===== src/logic/splc_cfg.svh =====
// Contract
// - Pointer holds first free word, grows upward
// - Pop predecrements; push writes then increments
// - Call push clears pushed counter upper byte
// - Exception push adds status low byte
// - Limit register takes no reset value
// - Limit bit 0 always zero
// - Push and address-check addresses compared with limit; pop address is not
// - Push at limit completes without trap
// - Next push beyond limit traps
// - Address below 0800h traps as underflow
`ifndef SPLC_CFG_SVH
`define SPLC_CFG_SVH

`define SPLC_SFR_END 16'h0800
`define SPLC_SP_RESET 16'h0800
`define SPLC_WORD_STEP 16'h0002
`define SPLC_ALIGN_MASK 16'hFFFE
`define SPLC_PC_HI_W 7
`define SPLC_PC_W 23

`endif


===== src/logic/splc_pkg.sv =====
package splc_pkg;

  typedef enum logic [2:0]
  {
    SPLC_OP_NONE = 3'h0,
    SPLC_OP_PUSH = 3'h1,
    SPLC_OP_POP = 3'h2,
    SPLC_OP_CALL = 3'h3,
    SPLC_OP_EXC = 3'h4,
    SPLC_OP_EA_CHECK = 3'h5,
    SPLC_OP_SP_WRITE = 3'h6,
    SPLC_OP_LIMIT_WRITE = 3'h7
  } splc_op_t;

  typedef enum logic [1:0]
  {
    SPLC_IDLE = 2'b00,
    SPLC_PUSH_HI = 2'b01
  } splc_state_t;

  typedef struct packed
  {
    logic valid;
    splc_op_t op;
    logic [15:0] data;
    logic [22:0] pc;
    logic [7:0] status_low_byte;
  } splc_req_t;

  typedef struct packed
  {
    logic valid;
    logic write;
    logic [15:0] addr;
    logic [15:0] wdata;
  } splc_mem_t;

  typedef struct packed
  {
    logic trap;
    logic overflow;
    logic underflow;
    logic [15:0] addr;
  } splc_err_t;

endpackage


===== src/logic/splc_bound_check.sv =====
`timescale 1ns/1ns
`include "splc_cfg.svh"

module splc_bound_check #(
  parameter int ADDR_W = 16
) (
  input wire logic [ADDR_W-1:0] ea,
  input wire logic [ADDR_W-1:0] limit,
  input wire logic check_limit,
  output logic overflow,
  output logic underflow
);

  logic [ADDR_W-1:0] sfr_end;

  assign sfr_end = ADDR_W'(`SPLC_SFR_END);

  // equality with the limit is still legal, only strictly above traps
  assign overflow = check_limit && (ea > limit);
  assign underflow = (ea < sfr_end);

endmodule


===== src/logic/splc_top.sv =====
`timescale 1ns/1ns
`include "splc_cfg.svh"

module splc_top (
  input wire logic sys_clk,
  input wire logic rst_n,
  input splc_pkg::splc_req_t req,
  output splc_pkg::splc_mem_t mem,
  output splc_pkg::splc_err_t err,
  output logic busy,
  output logic [15:0] stack_pointer,
  output logic [15:0] stack_limit
);
  import splc_pkg::*;

  typedef struct packed
  {
    splc_state_t state;
    logic [15:0] stack_pointer;
    logic [15:0] stack_limit;
    logic [15:0] hi_word;
    splc_mem_t mem;
    splc_err_t err;
    logic busy;
  } splc_regs_t;

  splc_regs_t state_reg;
  splc_regs_t state_next;

  logic [15:0] check_ea;
  logic check_limit;
  logic overflow;
  logic underflow;
  logic [15:0] sp_inc;
  logic [15:0] sp_dec;
  logic [15:0] pc_lo;
  logic [6:0] pc_hi;
  logic take;

  assign sp_inc = state_reg.stack_pointer + `SPLC_WORD_STEP;
  assign sp_dec = state_reg.stack_pointer - `SPLC_WORD_STEP;
  assign pc_lo = req.pc[15:0];
  assign pc_hi = req.pc[`SPLC_PC_W-1:16];
  assign take = req.valid && (state_reg.state == SPLC_IDLE);

  // address under test: the slot a push fills, the slot a pop empties,
  // or an address the cpu built from the pointer
  always_comb
  begin
    check_ea = state_reg.stack_pointer;
    check_limit = 1'b0;
    if (state_reg.state == SPLC_PUSH_HI)
    begin
      check_ea = state_reg.stack_pointer;
      check_limit = 1'b1;
    end
    else if (take)
    begin
      unique case (req.op)
        SPLC_OP_PUSH, SPLC_OP_CALL, SPLC_OP_EXC:
        begin
          check_ea = state_reg.stack_pointer;
          check_limit = 1'b1;
        end
        SPLC_OP_POP:
        begin
          check_ea = sp_dec;
          check_limit = 1'b0;
        end
        SPLC_OP_EA_CHECK:
        begin
          check_ea = req.data & `SPLC_ALIGN_MASK;
          check_limit = 1'b1;
        end
        default:
        begin
          check_ea = state_reg.stack_pointer;
          check_limit = 1'b0;
        end
      endcase
    end
  end

  splc_bound_check #(
    .ADDR_W(16)
  ) u_bound (
    .ea(check_ea),
    .limit(state_reg.stack_limit),
    .check_limit(check_limit),
    .overflow(overflow),
    .underflow(underflow)
  );

  always_comb
  begin
    state_next = state_reg;
    state_next.mem.valid = 1'b0;
    state_next.mem.write = 1'b0;
    state_next.err.trap = 1'b0;
    state_next.err.overflow = 1'b0;
    state_next.err.underflow = 1'b0;

    unique case (state_reg.state)
      SPLC_IDLE:
      begin
        if (take)
        begin
          unique case (req.op)
            SPLC_OP_NONE:
            begin
              state_next.busy = 1'b0;
            end

            SPLC_OP_PUSH:
            begin
              if (overflow || underflow)
              begin
                // a faulting push is dropped so memory past the limit stays intact
                state_next.err.trap = 1'b1;
                state_next.err.overflow = overflow;
                state_next.err.underflow = underflow;
                state_next.err.addr = check_ea;
              end
              else
              begin
                state_next.mem.valid = 1'b1;
                state_next.mem.write = 1'b1;
                state_next.mem.addr = state_reg.stack_pointer;
                state_next.mem.wdata = req.data;
                state_next.stack_pointer = sp_inc;
              end
            end

            SPLC_OP_POP:
            begin
              // a pointer already under the boundary would wrap on the decrement
              if (underflow || (state_reg.stack_pointer < `SPLC_SFR_END))
              begin
                state_next.err.trap = 1'b1;
                state_next.err.underflow = 1'b1;
                state_next.err.addr = sp_dec;
              end
              else
              begin
                // pointer moves first, then the freed slot is read
                state_next.stack_pointer = sp_dec;
                state_next.mem.valid = 1'b1;
                state_next.mem.write = 1'b0;
                state_next.mem.addr = sp_dec;
                state_next.mem.wdata = 16'h0000;
              end
            end

            SPLC_OP_CALL, SPLC_OP_EXC:
            begin
              if (overflow || underflow)
              begin
                state_next.err.trap = 1'b1;
                state_next.err.overflow = overflow;
                state_next.err.underflow = underflow;
                state_next.err.addr = check_ea;
              end
              else
              begin
                state_next.mem.valid = 1'b1;
                state_next.mem.write = 1'b1;
                state_next.mem.addr = state_reg.stack_pointer;
                state_next.mem.wdata = pc_lo;
                state_next.stack_pointer = sp_inc;
                if (req.op == SPLC_OP_CALL)
                begin
                  state_next.hi_word = {8'h00, 1'b0, pc_hi};
                end
                else
                begin
                  state_next.hi_word = {req.status_low_byte, 1'b0, pc_hi};
                end
                state_next.state = SPLC_PUSH_HI;
                state_next.busy = 1'b1;
              end
            end

            SPLC_OP_EA_CHECK:
            begin
              if (overflow || underflow)
              begin
                state_next.err.trap = 1'b1;
                state_next.err.overflow = overflow;
                state_next.err.underflow = underflow;
                state_next.err.addr = check_ea;
              end
            end

            SPLC_OP_SP_WRITE:
            begin
              state_next.stack_pointer = req.data & `SPLC_ALIGN_MASK;
            end

            SPLC_OP_LIMIT_WRITE:
            begin
              // the new limit is live from the next cycle; an immediate pointer
              // read would be judged against it, which software is told to avoid
              state_next.stack_limit = req.data & `SPLC_ALIGN_MASK;
            end
          endcase
        end
      end

      SPLC_PUSH_HI:
      begin
        // the upper half of a counter push is a push of its own and may
        // itself cross the limit
        state_next.state = SPLC_IDLE;
        state_next.busy = 1'b0;
        if (overflow || underflow)
        begin
          state_next.err.trap = 1'b1;
          state_next.err.overflow = overflow;
          state_next.err.underflow = underflow;
          state_next.err.addr = check_ea;
        end
        else
        begin
          state_next.mem.valid = 1'b1;
          state_next.mem.write = 1'b1;
          state_next.mem.addr = state_reg.stack_pointer;
          state_next.mem.wdata = state_reg.hi_word;
          state_next.stack_pointer = sp_inc;
        end
      end

      default:
      begin
        state_next.state = SPLC_IDLE;
        state_next.busy = 1'b0;
      end
    endcase
  end

  always_ff @(posedge sys_clk)
  begin
    if (!rst_n)
    begin
      state_reg.state <= SPLC_IDLE;
      state_reg.stack_pointer <= `SPLC_SP_RESET;
      // limit deliberately left alone: its content is unknown until written
      state_reg.stack_limit <= state_reg.stack_limit;
      state_reg.hi_word <= 16'h0000;
      state_reg.mem <= '0;
      state_reg.err <= '0;
      state_reg.busy <= 1'b0;
    end
    else
    begin
      state_reg <= state_next;
    end
  end

  assign mem = state_reg.mem;
  assign err = state_reg.err;
  assign busy = state_reg.busy;
  assign stack_pointer = state_reg.stack_pointer;
  assign stack_limit = state_reg.stack_limit;

endmodule


===== config.mk =====
export PLATFORM = sky130hd
export DESIGN_NAME = splc_top
export DESIGN_NICKNAME = d
export VERILOG_FILES = /design/src/logic/splc_pkg.sv /design/src/logic/splc_bound_check.sv /design/src/logic/splc_top.sv
export VERILOG_INCLUDE_DIRS = /design/src /design/src/logic
export SDC_FILE = /design/constraint.sdc
export NUM_CORES = 1
export LEC_CHECK = 0
export BUFFER_PORTS_ARGS = -buffer_cell sky130_fd_sc_hd__buf_2
export CAP_MARGIN = 20
export CORE_MARGIN = 10
export CORE_UTILIZATION = 56
export CTS_CLUSTER_SIZE = 8
export DETAILED_ROUTE_END_ITERATION = 10
export PLACE_DENSITY = 0.86
export SLEW_MARGIN = 25
export SYNTH_ARGS = -nofsm -noshare
export SYNTH_HDL_FRONTEND = slang
export SYNTH_SLANG_ARGS = --single-unit

===== constraint.sdc =====
create_clock -name sys_clk -period 6.25 [get_ports sys_clk]
set_input_delay 0.625 -clock sys_clk [delete_from_list [all_inputs] [get_ports sys_clk]]
set_output_delay 0.625 -clock sys_clk [all_outputs]
set_load 0.02 [all_outputs]

-- Word-level counts from Yosys, hierarchy flattened
Cells that the tools add are included.
- input bits: 53
- logic and storage cells: 83
- output and inout bits: 86
- bits in registers: 102
- reduce and logical (&&, ||, !) cells: 18
- $lt $le $gt $ge: 3
- add/sub/neg operators: 2
- bitwise logic cells: 1
- eq/ne operators: 17
- multiplexer cells: 29
- operators with widths (kind ; number):
    two-way mux 16 bit ; 8
    one-hot mux 53 bit (2 select lines) ; 1
    two-way mux 102 bit ; 1
    two-way mux 34 bit ; 3
    one-hot mux 34 bit (3 select lines) ; 1
    one-hot mux 16 bit (2 select lines) ; 2
    one-hot mux 16 bit (4 select lines) ; 1
    two-way mux 50 bit ; 1
    one-hot mux 17 bit (2 select lines) ; 1
    less-than comparator 16 x 12 -> 1 bit (second input constant) ; 2
    two-way mux 19 bit ; 1
    two-way mux 17 bit ; 1
    adder 16 x 2 -> 16 bit (second input constant) ; 1
    greater-than comparator 16 bit ; 1
    subtractor 16 x 2 -> 16 bit (second input constant) ; 1
    equality test 3 bit (second input constant) ; 4
    != test 3 bit (second input constant) ; 4
    AND reduction 4 bit ; 3
    AND reduction 7 bit ; 1
    equality test 3 x 2 -> 1 bit (second input constant) ; 2
    two-way mux 1 bit ; 6
    != test 2 bit (second input constant) ; 3
    AND reduction 3 bit ; 2
    != test 5 x 1 -> 1 bit (second input constant) ; 1
    14 further kinds ; 18

-- Longest topological paths before layout
- depth after elaboration: 11
- gate-level depth with buffers: 22
- mapped depth without buffers: 20

-- Hierarchy
Synthesis repeated with hierarchy kept, for this count alone.
- cell total of the unflattened synthesis: 963
- area, all modules: 7524.7 um^2
- modules (own cells, without submodules) (module ; area each (um^2) ; sequential area each (um^2) ; cells each ; times used):
    splc_top ; 7114.3 ; 2152.1 ; 905 ; 1
    splc_bound_check ; 410.4 ; 0.0 ; 58 ; 1

-- Least setup slack after synthesis
OpenSTA, ideal clock, no wires.
- path kind: register to register
- start: register, netlist name stack_pointer[2]
- end: register, netlist name mem[17]
- slack: 1765 ps
- buffers on the path: 2
- setup time: 86 ps
- clock period less this slack: 4485 ps
- data required time: 6164 ps
- arrival: 4399 ps
- stages on the path, launching flop included: 20
- path through: dfxtp_1 > buf_2 > nor4_2 > and4_1 > mux2_1 > a222oi_1 > inv_1 > ha_1 > and3_1 > a221o_1 > a221oi_1 > a221oi_1 > o21bai_4 > inv_4 > buf_2 > ha_1 > a21oi_1 > nor4_1 > a21oi_1 > a211oi_1
- word-level cells in the longest chain between the ends: 9
- elaborated cells on any way between the ends: 15
- classes of those cells: 1 x add/sub; 3 x order compare; 4 x eq/ne; 3 x mux; 4 x reduce/logical
- RTL lines (what ; line ; text):
    subtractor 16 x 2 -> 16 bit (no source line) ; - ;
    one-hot mux 16 bit (2 select lines) ; splc_top.sv:59 ; unique case (req.op)
    two-way mux 16 bit ; splc_top.sv:57 ; else if (take)
    two-way mux 16 bit ; splc_top.sv:52 ; if (state_reg.state == SPLC_PUSH_HI)
    greater-than comparator 16 bit ; splc_bound_check.sv:19 ; assign overflow = check_limit && (ea > limit);
    logical AND 1 bit ; splc_bound_check.sv:19 ;
    logical OR 1 bit ; splc_top.sv:116, splc_top.sv:156, splc_top.sv:215 ;
    != test 3 bit (no source line) / != test 2 bit (equally long branches) ; - ;
    AND reduction 7 bit (no source line) (*) ; - ;
Mark *: on every way between the ends. The rest lies on a longest branch, timed or not.
A chain may end at the register's enable or synchronous reset.

-- Final worst setup path
- start: register, netlist name stack_pointer[1]
- end: register, netlist name mem[29]
- word-level cells in the longest chain between the ends: 9
- elaborated cells on any way between the ends: 19
- classes of those cells: 1 x add/sub; 3 x order compare; 4 x eq/ne; 7 x mux; 4 x reduce/logical
- RTL lines (what ; line):
    subtractor 16 x 2 -> 16 bit (no source line) ; -
    one-hot mux 16 bit (2 select lines) ; splc_top.sv:59
    two-way mux 16 bit ; splc_top.sv:57
    two-way mux 16 bit ; splc_top.sv:52
    greater-than comparator 16 bit ; splc_bound_check.sv:19
    logical AND 1 bit ; splc_bound_check.sv:19
    logical OR 1 bit ; splc_top.sv:116, splc_top.sv:156, splc_top.sv:215
    != test 3 bit (no source line) / != test 2 bit (equally long branches) ; -
    AND reduction 7 bit (no source line) ; -
Several ways; a longest one is shown, not always the timed one. The select of a mux whose other input is x is not followed.

==> flow_summary.json <==
{
  "grt_pass1_wl_um": 39000,
  "cts_sinks": 100,
  "syn_inst": 880,
  "final_cells": 1074,
  "die_area_um2": 17500,
  "drtIter0Drc": 1137,
  "cp.arrival_ps": 5690,
  "ant_nets": 0,
  "final_util_pct": 61.6,
  "finalCritPeriodShare_pct": 87.0,
  "grt_max_degree": 45,
  "fmax_ghz": 0.184,
  "postPlaceCellArea_um2": 7180,
  "ys_warn_count": 0,
  "clock_path_buffers": 2,
  "drv_cap": 0,
  "synth_compound_area_share_pct": 28.7,
  "power_density_nw_per_um2": 249,
  "track_usage_pct": 27.8,
  "vias": 7056,
  "drive_gt1_share_pct": 22.3,
  "finalSetupTns_ps": 0,
  "hold_viol_final": 0,
  "max_slew.worst_pin.slew_ps": 986,
  "synth_cell_types": 82,
  "synth-simple-area-share_pct": 19.4,
  "crit_chain": "nor4_2, and4_1, mux2_1, a222oi_1, inv_1, ha_1, and3_1, a221o_1, a221oi_1, a221oi_1, buf_4, o22ai_1, o21ai_0, o32ai_4, nor2_2, buf_4, a221o_1",
  "fp.dieW_um": 132,
  "synthAdderAreaFrac_pct": 3.20,
  "ys_ff_latch": 100,
  "crit_type": "register to register",
  "cts_root_buffer": "clkbuf_16",
  "area_growth_pct": 6.47,
  "routed_wl_um": 25200,
  "peakVddDrop_uv": 209,
  "setup_violations": 0,
  "stdcell_area_um2": 7490,
  "antenna_found_initial": 0,
  "cp.required_ps": 6500,
  "yosys_most_used_dff": "dfxtp_1",
  "cp-start-kind": "register",
  "muxShareOfSynthArea_pct": 0.640,
  "clkTransAtPathRegs_ps": 70,
  "grt_pass1_vias": 6710,
  "drcViolationCount": 0,
  "synth-seq-area-share_pct": 30.6,
  "drv_slew": 0,
  "wire_per_inst_um": 23.4,
  "ctsResizeCount": 0,
  "status": "completed",
  "clk_latency_ps": 370,
  "ioPinCount": 139,
  "avgViaCountPerCell": 6.57,
  "hp-class": "register to register",
  "nets": 971,
  "cp_max_fo": 14,
  "start_util_pct": 57.9,
  "firstDrtPassIters": 6,
  "cts_hold_buf": 0,
  "post-cts-setup-buffers": 0,
  "clock_skew_ps": 7.34,
  "relSlewSlack_pct": 33.9,
  "leakagePower_uw": 0.00307,
  "critical_path.max_stage_delay_ps": 670,
  "rows": 40,
  "die_h_um": 132,
  "synth_top_family_by_area": "compound AO/OA/AOI/OAI gates",
  "syn_avg_cell_area_um2": 8.00,
  "synth_xor_area_share_pct": 2.61,
  "period_minus_slack_ps": 5440,
  "grt-ovfl-total": 0,
  "p_total_uw": 1870,
  "largest_reg_flops": 34,
  "end_kind": "register",
  "cts_tree": "done",
  "synthesis.area_um2": 7040,
  "gp_congestion": 1.06,
  "io_buffers": 136,
  "cpMaxStageDelayCell": "nor4_2",
  "rsz0062_at_grt": "no",
  "ctsHtreeMaxLevel": 3,
  "hpwl_um": 18100,
  "synth_enable_flop_cells": 15,
  "cts_buffers": 9,
  "dp_cells": 1057,
  "fp.coreArea_um2": 12200,
  "async_reset_ff_share_pct": 0
}
## area by class of cell
class	count	area (µm²)
fill	1112	4670
tap	168	210
clock inverter	5	41.3
sequential	100	2150
multi-input combinational	603	3870
timing repair buffer	158	846
clock buffer	11	264
antenna	1	2.50
inverter	28	108
## metrics by stage
stage	hold WS, ps	worst slack, ps
after floorplan	428	1770
after global placement	440	1100
after detailed placement	445	956
after CTS	454	984
after global routing	478	655
final	456	811
## cell usage in the layout (no fill, tap or decap), drive strengths merged, types with 6 or more instances in the layout
master	count
a211oi	14
a21o	9
a21oi	59
a221o	18
a22o	10
a22oi	35
a2bb2oi	7
a31oi	8
and2	8
and3	8
buf	158
clkbuf	11
dfxtp	85
edfxtp	15
ha	18
inv	28
nand2	105
nand2b	6
nand3	27
nand4	7
nor2	57
nor2b	7
nor3	20
nor4	10
o21a	6
o21ai	52
o2bb2ai	25
xnor2	12
xor2	9
## synthesized netlist by cell type (10+ instances only)
library cell,count,area (µm²)
nand2_1,102,383
buf_4,89,668
dfxtp_1,85,1700
a21oi_1,58,290
nor2_1,53,199
o21ai_0,44,220
clkbuf_1,39,146
a22oi_1,35,263
nand3_1,26,130
inv_1,25,93.8
o2bb2ai_1,25,219
nor3_1,19,95.1
a221o_1,18,180
ha_1,18,225
edfxtp_1,15,450
buf_2,14,70.1
a211oi_1,13,97.6
xnor2_1,12,105
a22o_1,10,87.6
## kinds of logic after synthesis
| family | Yosys count |
|---|---|
| AO/OA/AOI/OAI | 284 |
| AND/OR/NAND/NOR | 274 |
| buffers and inverters | 178 |
| flip-flops | 100 |
| XOR/XNOR | 21 |
| adder cells (fa/ha/maj) | 18 |
| multiplexers | 4 |
| other | 1 |
## worst max-delay path, delay by kind of cell, from the launching register on
family                     cells  cell delay, ps
AOI/OAI and AO/OA              8            2350
buffers and inverters          3             520
adders and majority gates      1             310
and+or+nand+nor                4            1310
DFF                            1             480
muxes                          1             340
## worst paths after layout
path | startpoint | to | slack, ps | depth (start not counted)
max | stack_pointer[1]$_SDFFE_PN0P_ | mem[29]$_SDFFE_PN0P_ | 810 | 17
min | state_reg[63]$_SDFFE_PN0P_ | state_reg[63]$_SDFFE_PN0P_ | 460 | 2
max reg2reg | stack_pointer[1]$_SDFFE_PN0P_ | mem[29]$_SDFFE_PN0P_ | 810 | 17
min reg2reg | state_reg[63]$_SDFFE_PN0P_ | state_reg[63]$_SDFFE_PN0P_ | 460 | 2
## metal layers
| layer | routed length [µm] | vias up | track usage [%] |
|---|---|---|---|
| li1 | - | 3164 | - |
| met1 | 9570 | 3277 | 34.5 |
| met2 | 11300 | 507 | 42.7 |
| met3 | 2980 | 108 | 8.35 |
| met4 | 1310 | 0 | 13.8 |
| met5 | 0 | - | 0 |
## power by group
part / internal, µW / switching [µW]
sequential: 684 / 44.9
clock: 309 / 259
combinational: 194 / 376
Note: power is estimated with default switching activity, not from simulation.
